<file path="src/include/fp_compare_map.vh">
// Purpose: constants for the fp compare ge/eq-flags datapath
// Assumes: 32-bit operands, single-precision IEEE encoding
// Notes: flag bit layout follows the status-word exception bits
// Contract
// - The equality flag query decodes from opcode 149, takes two operands, answers in 1 cycle, slot 3.
// - The greater-or-equal compare decodes from opcode 146, takes two operands, answers in 1 cycle.
// - The equality flag query returns the bit vector of exceptions an equality compare would raise.
// - The equality flag query never changes the status-word exception flags.
// - A denormal operand of the equality flag query is taken as zero and sets bit 0x20 in the result.
// - The guarded equality flag query writes its destination only when the guard lsb is 1.
// - The equality flag query with a quiet NaN and a number returns zero flags.
// - The greater-or-equal compare writes 1 when the first operand is >= the second, else 0.
// - A denormal operand of the greater-or-equal compare is taken as zero and sets the flushed flag.
// - Exceptions raised by the greater-or-equal compare set their status-word flags.
// - Status-word exception flags are sticky and only an explicit status-word write clears them.
// - The greater-or-equal compare updates the flags in the same cycle as its destination write.
// - Simultaneous flag updates OR together with the existing flag value.
// - A guard lsb of 0 on the greater-or-equal compare blocks both destination and flag update.
// - The greater-or-equal compare with a quiet NaN returns 0 and raises invalid operation.
`ifndef FP_COMPARE_MAP_VH
`define FP_COMPARE_MAP_VH
`define OPC_EQL_FLAGS 8'h95
`define OPC_GEQ 8'h92
`define ISSUE_SLOT_EQL_FLAGS 3'h3
`define FLAG_W 6
`define FLAG_FLUSHED 5
`define FLAG_INVALID 4
`define FLAG_FLUSHED_VAL 6'h20
`define FLAG_INVALID_VAL 6'h10
`define FLAGS_RESET 6'h00
`define DEST_RESET 32'h00000000
`define DEST_INDEX_RESET 5'h0
`endif

</file>
<file path="src/verilog/fp_cmp_core.v">
// Purpose: combinational single-precision compare core
// Assumes: denormals flushed to zero before compare
// Notes: yields ge, eq and the exception flags each op would raise
`timescale 1ns/100ps
`include "fp_compare_map.vh"
module fp_cmp_core (
  input wire [31:0] op_a,
  input wire [31:0] op_b,
  output reg ge,
  output reg eq_flags_any,
  output reg [`FLAG_W-1:0] eq_flags,
  output reg [`FLAG_W-1:0] ge_flags
);
  // ************************************************************
  // operand classification
  // ************************************************************
  function is_denorm;
    input [31:0] v;
    begin
      is_denorm = (v[30:23] == 8'h00) && (v[22:0] != 23'h0);
    end
  endfunction
  function is_nan;
    input [31:0] v;
    begin
      is_nan = (v[30:23] == 8'hff) && (v[22:0] != 23'h0);
    end
  endfunction
  function is_snan;
    input [31:0] v;
    begin
      is_snan = is_nan(v) && !v[22];
    end
  endfunction
  function [31:0] flush;
    input [31:0] v;
    begin
      flush = is_denorm(v) ? {v[31], 31'h0} : v;
    end
  endfunction
  // ************************************************************
  // compare
  // ************************************************************
  reg [31:0] fa;
  reg [31:0] fb;
  reg a_zero;
  reg b_zero;
  reg any_nan;
  reg mag_ge;
  reg mag_eq;
  reg flushed;
  reg ord_ge;
  always @* begin
    fa = flush(op_a);
    fb = flush(op_b);
    flushed = is_denorm(op_a) || is_denorm(op_b);
    any_nan = is_nan(op_a) || is_nan(op_b);
    a_zero = (fa[30:0] == 31'h0);
    b_zero = (fb[30:0] == 31'h0);
    mag_ge = (fa[30:0] >= fb[30:0]);
    mag_eq = (fa[30:0] == fb[30:0]);
    if (a_zero && b_zero) begin
      ord_ge = 1'b1;
    end else if (fa[31] != fb[31]) begin
      ord_ge = !fa[31];
    end else if (!fa[31]) begin
      ord_ge = mag_ge;
    end else begin
      ord_ge = !mag_ge || mag_eq;
    end
    ge = ord_ge && !any_nan;
    eq_flags = `FLAGS_RESET;
    // quiet nan stays silent for equality, signalling nan raises invalid
    if (is_snan(op_a) || is_snan(op_b)) begin
      eq_flags[`FLAG_INVALID] = 1'b1;
    end
    eq_flags[`FLAG_FLUSHED] = flushed;
    eq_flags_any = |eq_flags;
    ge_flags = `FLAGS_RESET;
    ge_flags[`FLAG_INVALID] = any_nan;
    ge_flags[`FLAG_FLUSHED] = flushed;
  end
endmodule // fp_cmp_core

</file>
<file path="src/verilog/fp_compare_ge_and_eq_flags.v">
// Purpose: compare unit slice for the equality flag query and ge compare
// Assumes: operands and guard come registered from the issue pipeline
// Notes: one-cycle latency; status-word flag sticky bits live here
`timescale 1ns/100ps
`include "fp_compare_map.vh"
module fp_compare_ge_and_eq_flags (
  input wire clk,
  input wire rstn,
  input wire issue_valid,
  input wire [7:0] opcode,
  input wire [2:0] issue_slot,
  input wire [31:0] first_source_register,
  input wire [31:0] second_source_register,
  input wire guard_present,
  input wire [31:0] guard_value,
  input wire [4:0] dest_index_in,
  input wire [`FLAG_W-1:0] other_flag_set,
  input wire flags_write,
  input wire [`FLAG_W-1:0] flags_write_data,
  output reg dest_write,
  output reg [4:0] dest_index,
  output reg [31:0] dest_data,
  output reg [`FLAG_W-1:0] processor_status_word,
  output wire input_flushed_zero_flag,
  output wire invalid_operation_flag
);
  // ************************************************************
  // decode helpers
  // ************************************************************
  // flag query only counts when issued in its own slot
  function op_is_flag_query;
    input [7:0] code;
    input [2:0] slot;
    begin
      op_is_flag_query = (code == `OPC_EQL_FLAGS) &&
                         (slot == `ISSUE_SLOT_EQL_FLAGS);
    end
  endfunction

  // ge compare is taken in any slot
  function op_is_ge_compare;
    input [7:0] code;
    begin
      op_is_ge_compare = (code == `OPC_GEQ);
    end
  endfunction

  // missing guard acts as a true guard
  function guard_passes;
    input present;
    input lsb;
    begin
      guard_passes = !present || lsb;
    end
  endfunction

  // ************************************************************
  // issue decode and guard
  // ************************************************************
  wire is_eqf;
  wire is_geq;
  wire guard_ok;
  wire eqf_taken;
  wire geq_taken;
  assign is_eqf = issue_valid && op_is_flag_query(opcode, issue_slot);
  assign is_geq = issue_valid && op_is_ge_compare(opcode);
  assign guard_ok = guard_passes(guard_present, guard_value[0]);
  // the two opcodes differ, so at most one is taken
  assign eqf_taken = is_eqf && guard_ok;
  assign geq_taken = is_geq && guard_ok;

  // ************************************************************
  // compare core
  // ************************************************************
  wire ge;
  wire [`FLAG_W-1:0] eq_flags;
  wire [`FLAG_W-1:0] ge_flags;
  fp_cmp_core u_core (
    .op_a(first_source_register),
    .op_b(second_source_register),
    .ge(ge),
    .eq_flags_any(),
    .eq_flags(eq_flags),
    .ge_flags(ge_flags)
  );

  // ************************************************************
  // result words
  // ************************************************************
  // flag vector and boolean are zero-extended to the register width
  wire [31:0] eqf_word;
  wire [31:0] geq_word;
  genvar gi;
  generate
    for (gi = 0; gi < 32; gi = gi + 1) begin : g_word
      if (gi < `FLAG_W) begin : g_flag_bit
        assign eqf_word[gi] = eq_flags[gi];
      end else begin : g_flag_pad
        assign eqf_word[gi] = 1'b0;
      end
      if (gi == 0) begin : g_ge_bit
        assign geq_word[gi] = ge;
      end else begin : g_ge_pad
        assign geq_word[gi] = 1'b0;
      end
    end
  endgenerate

  // ************************************************************
  // result select
  // ************************************************************
  localparam SEL_NONE = 2'b00;
  localparam SEL_EQF = 2'b01;
  localparam SEL_GEQ = 2'b10;
  reg [1:0] result_sel;
  reg dest_write_d;
  reg [4:0] dest_index_d;
  reg [31:0] dest_data_d;

  // refused ops select nothing and leave the old result in place
  always @* begin
    result_sel = SEL_NONE;
    if (eqf_taken) begin
      result_sel = SEL_EQF;
    end else if (geq_taken) begin
      result_sel = SEL_GEQ;
    end
  end

  always @* begin
    dest_write_d = 1'b0;
    dest_index_d = dest_index;
    dest_data_d = dest_data;
    case (result_sel)
      SEL_EQF: begin
        dest_write_d = 1'b1;
        dest_index_d = dest_index_in;
        dest_data_d = eqf_word;
      end
      SEL_GEQ: begin
        dest_write_d = 1'b1;
        dest_index_d = dest_index_in;
        dest_data_d = geq_word;
      end
      default: begin
        dest_write_d = 1'b0;
        dest_index_d = dest_index;
        dest_data_d = dest_data;
      end
    endcase
  end

  // ************************************************************
  // destination registers
  // ************************************************************
  // strobe stands one cycle after the issue edge
  always @(posedge clk or negedge rstn) begin
    if (!rstn) begin
      dest_write <= 1'b0;
    end else begin
      dest_write <= dest_write_d;
    end
  end

  always @(posedge clk or negedge rstn) begin
    if (!rstn) begin
      dest_index <= `DEST_INDEX_RESET;
    end else begin
      dest_index <= dest_index_d;
    end
  end

  always @(posedge clk or negedge rstn) begin
    if (!rstn) begin
      dest_data <= `DEST_RESET;
    end else begin
      dest_data <= dest_data_d;
    end
  end

  // ************************************************************
  // sticky status-word flags
  // ************************************************************
  wire [`FLAG_W-1:0] flags_base;
  wire [`FLAG_W-1:0] flags_d;
  // explicit write replaces the base, same-cycle sets still land
  assign flags_base = flags_write ? flags_write_data : processor_status_word;

  // flag query contributes nothing here
  generate
    for (gi = 0; gi < `FLAG_W; gi = gi + 1) begin : g_flag
      wire from_ge;
      wire from_other;
      assign from_ge = geq_taken & ge_flags[gi];
      assign from_other = other_flag_set[gi];
      assign flags_d[gi] = flags_base[gi] | from_ge | from_other;
    end
  endgenerate

  // same edge as the destination write
  always @(posedge clk or negedge rstn) begin
    if (!rstn) begin
      processor_status_word <= `FLAGS_RESET;
    end else begin
      processor_status_word <= flags_d;
    end
  end

  // ************************************************************
  // flag views
  // ************************************************************
  assign input_flushed_zero_flag = processor_status_word[`FLAG_FLUSHED];
  assign invalid_operation_flag = processor_status_word[`FLAG_INVALID];
endmodule // fp_compare_ge_and_eq_flags

</file>
<file path="config.mk">
export PLATFORM = sky130hd
export DESIGN_NAME = fp_compare_ge_and_eq_flags
export DESIGN_NICKNAME = d
export VERILOG_FILES = /design/src/verilog/fp_cmp_core.v /design/src/verilog/fp_compare_ge_and_eq_flags.v
export VERILOG_INCLUDE_DIRS = /design/src /design/src/include
export SDC_FILE = /design/constraint.sdc
export NUM_CORES = 1
export LEC_CHECK = 0
export BUFFER_PORTS_ARGS = -buffer_cell sky130_fd_sc_hd__buf_2
export CORE_ASPECT_RATIO = 0.6
export CORE_MARGIN = 2
export CORE_UTILIZATION = 36
export CTS_CLUSTER_DIAMETER = 50
export DETAILED_ROUTE_END_ITERATION = 6
export GPL_TIMING_DRIVEN = 1
export MAX_ROUTING_LAYER = met4
export PLACE_DENSITY_LB_ADDON = 0.12
export RECOVER_POWER = 50
export SETUP_SLACK_MARGIN = 0.2
export SLEW_MARGIN = 0
export SYNTH_ARGS = -nofsm -noshare
export SYNTH_HDL_FRONTEND = slang
export SYNTH_SLANG_ARGS = --single-unit
</file>
<file path="constraint.sdc">
create_clock -name clk -period 0.9 [get_ports clk]
set_input_delay 0.27 -clock clk [delete_from_list [all_inputs] [get_ports clk]]
set_output_delay 0.27 -clock clk [all_outputs]
set_load 0.01 [all_outputs]
</file>
==> results_tabular.tex <==
\begin{tabular}{lr}
\hline
Metric & Value \\
\hline
\multicolumn{2}{l}{\textbf{Route}} \\
Met2 layer wire length in the routed design & 4.13 mm \\
First DRT Iteration DRCs & 133 \\
Met3 wire length & 613 µm \\
Number of nets still failing antenna checks after routing & 0 \\
Pre-antenna DRT Iters & 4 \\
DR vias & 2,653 \\
Vias per inst & 4.97 \\
Highest Signal Layer & met4 \\
Remaining design rule violation count & 0 \\
Sum of routed wire length over all layers & 8.56 mm \\
Post-detailed-route wirelength per cell & 16.0 µm \\
M1 WL & 3.58 mm \\
\multicolumn{2}{l}{\textbf{Yosys}} \\
Post-synthesis sequential area ratio & 18.1\% \\
Number of synthesized flops with an enable pin & 0 \\
Leading post-synthesis cells by cell area & ha\_1, dfrtp\_1, buf\_4, and2\_1, nand2\_1 \\
Most used flip-flop cell after synthesis & dfrtp\_1 \\
Async SR Flop Fraction & 100\% \\
Seq cells post-synth & 15 \\
Fraction of post-synthesis cell area in the top cell type by area & 18.7\% \\
Number of instances in the synthesized netlist & 263 \\
Area of the mapped netlist & 2080 µm² \\
Synth unique cells & 40 \\
Yosys top cell by area & ha\_1 \\
Yosys warns & 0 \\
Syn Area/Cell & 7.89 µm² \\
\multicolumn{2}{l}{\textbf{Status}} \\
Violated checks & negative setup slack \\
Result of the run & complete, but fails checks \\
\multicolumn{2}{l}{\textbf{Critical path}} \\
Critical path startpoint category & primary input \\
Slowest Stage Delay on Critical Path & 430 ps \\
Worst path cell trace & buf\_8, nor4\_4, nand4\_1, o21bai\_4, buf\_12, buf\_16, nand2\_4, ha\_4, nand4\_1, nor3\_1, a221oi\_1, o211ai\_1, or4\_1, and3\_4 \\
Number of buffer and inverter stages on the critical path & 3 \\
Kind of critical path & in -> reg \\
Data arrival, critical path & 3010 ps \\
Endpoint kind of the worst setup timing path & flop \\
Crit-path leading delay family & simple AND/OR/NAND/NOR gates \\
Req. time, crit path & 1040 ps \\
Critical path's slowest cell & or4\_1 \\
Most frequent cell on the critical path & nand4\_1 \\
Critical path peak fanout & 4 \\
\multicolumn{2}{l}{\textbf{Clocking}} \\
Post-CTS clock slew at the launch and capture registers of the worst setup and hold paths & 70 ps \\
Total number of clock tree sinks & 15 \\
TritonCTS buffer count & 3 \\
Clk Latency, worst-skew pair & 240 ps \\
Clock tree from TritonCTS & done \\
CTS H-Tree Depth & 1 \\
Cell at the root of the clock tree & clkbuf\_8 \\
Buffer levels on the longest clock path & 2 \\
\multicolumn{2}{l}{\textbf{Place}} \\
Post-place setup slack & -2350 ps \\
Estimated wirelength of the detail-placed design & 5.82 mm \\
Number of cells in the design after placement & 508 \\
GPL Wtd Cong & 0.850 \\
Number of port buffers & 114 \\
\multicolumn{2}{l}{\textbf{Layout}} \\
FF+latch area & 375 µm² \\
Layout cell share with drive strength beyond 1 & 59.3\% \\
Layout Area Growth over Synthesis & 91.8\% \\
Layout Cells excl Fill & 534 \\
Antenna diode count & 0 \\
Number of fillers in the final layout & 430 \\
Nets & 615 \\
Area of the multi-input gates & 1970 µm² \\
\multicolumn{2}{l}{\textbf{Timing}} \\
Shortest period the worst path allows & 2860 ps \\
RSZ-0062 raised after global routing & true \\
Post-route clock period utilization & 318\% \\
Transition time of the tightest slew-check pin & 883 ps \\
Final worst hold slack & 120 ps \\
Worst rel slew slack & 41.1\% \\
Final setup violation count & 28 \\
Highest Clock Rate & 349 MHz \\
Max Transition Viols Final & 0 \\
Layout Skew & 0 ps \\
Number of hold violations in the final report & 0 \\
Minimum setup slack in the final design & -1960 ps \\
\multicolumn{2}{l}{\textbf{Die}} \\
Initial cell density of the core & 37.3\% \\
Number of core rows & 21 \\
Area enclosed by the die boundary & 6410 µm² \\
Boundary pin count & 175 \\
Chip Width & 102 µm \\
Area of the placeable core & 5570 µm² \\
Chip Height & 62.8 µm \\
\multicolumn{2}{l}{\textbf{Pwr}} \\
Leakage power of the design & 0.00197 µW \\
Pwr/cell area & 652 nW/µm² \\
Peak supply drop & 0.593 mV \\
\multicolumn{2}{l}{\textbf{Global routing}} \\
Congestion Overflow GR & 0 \\
Pin count of the biggest net entering global routing & 16 \\
Wire length of the first global-routing pass & 11.5 mm \\
Vias in the first global route & 2,500 \\
Overall global routing resource usage & 23.0\% \\
Initial antenna violation count & 0 \\
\multicolumn{2}{l}{\textbf{Worst hold path}} \\
Hold Crit Class & in -> async \\
\multicolumn{2}{l}{\textbf{Flow run}} \\
Maxcap violations & 0 \\
\hline
\end{tabular}
==> cells in the mapped netlist (6+ instances only) <==
| cell type | instances |
|---|---|
| nand4_1 | 12 |
| buf_4 | 31 |
| and2_1 | 23 |
| ha_1 | 31 |
| mux2_2 | 7 |
| nand2_1 | 36 |
| a211o_1 | 6 |
| dfrtp_1 | 15 |
| nor4_1 | 15 |
| a21oi_1 | 12 |
| inv_1 | 11 |
| clkbuf_1 | 12 |
==> layout by cell type, fill, tap and decap left out, types with 2 or more instances in the layout <==
cell / n
nand4_1: 12
nor3_1: 2
buf_8: 2
nor3_2: 3
conb_1: 29
nor4_1: 4
nand2_1: 26
o21ai_1: 2
ha_4: 14
buf_6: 30
a21oi_1: 8
inv_1: 10
and2_1: 19
a21oi_2: 3
nand2_2: 5
nor4_2: 2
mux2_2: 7
ha_1: 17
dfrtp_1: 15
buf_2: 100
o21a_1: 2
nand2_4: 5
buf_4: 65
nand3_1: 4
and2_4: 4
o21ai_0: 2
buf_12: 3
nor2_1: 5
nor4_4: 10
a32o_1: 2
o21bai_4: 2
a211o_1: 6
nor2b_1: 5
clkbuf_8: 3
==> routing by layer <==
metal  vias to the layer above  GRT usage, %
met2                       126          38.5
met4                         0          3.00
met3                        24          1.90
met5                         -             -
met1                      1232          31.1
li1                       1271             -
==> metrics by stage <==
stage	cell area, µm²	utilization (%)	setup TNS, ps	total power, µW
after floorplan	2400	-	-6790	1310
after global placement	3280	58.8	-10740	1770
after detailed placement	3280	58.8	-11100	1790
after CTS	3770	67.8	-10260	2510
after global routing	3980	71.5	-14190	2750
final	3980	71.5	-13340	2600
==> area by class of cell <==
class	count	share of cell area [%]
clock inverter	1	0.126
tap	80	2.51
timing repair buffer	202	36.4
sequential	15	9.43
inverter	11	1.04
clock buffer	3	1.04
multi-input combinational	222	49.5
==> worst paths after layout <==
path                                                  from                  endpoint  slack (ps)  cells past startpoint
worst max-delay path            second_source_register[21]              dest_data[0]       -1960                     14
worst min-delay path                                  rstn              dest_data[5]         120                      1
worst max register to register    processor_status_word[4]  processor_status_word[4]        -150                      2
worst min register to register               dest_index[4]             dest_index[4]         500                      1
max in group asynchronous                             rstn  processor_status_word[1]         240                      1
min in group clk                         other_flag_set[5]  processor_status_word[5]         220                      2
==> kinds of logic after synthesis <==
group | after synthesis | share of synthesized area [%]
compound gates | 40 | 13.3
fa+ha+maj | 31 | 18.7
buf+inv | 54 | 15.4
flops | 15 | 18.1
mux | 7 | 3.80
other cells | 1 | 0.181
simple gates | 115 | 30.6
==> power breakdown <==
| group | leakage, µW | internal [µW] | switching (µW) |
|---|---|---|---|
| clock | 0.0000255 | 306 | 247 |
| combinational | 0.00176 | 690 | 632 |
| sequential | 0.000185 | 705 | 16.9 |
| total | 0.00197 | 1700 | 896 |
==> sequential cells by signal, indices dropped and copies added, names as in the netlist <==
register / count
processor_status_word: 6
dest_index: 5
dest_write: 1
dest_data: 3
==> what timing repair did <==
item                                   4_1_cts  5_1_grt
setup endpoints to repair                   32       32
endpoints found under the hold margin       15       15
gates resized for setup                     68       23
cloned                                       1        0
pin swaps                                   42        8
setup buffers                                7       14
Note: power is estimated with default switching activity, not from simulation.
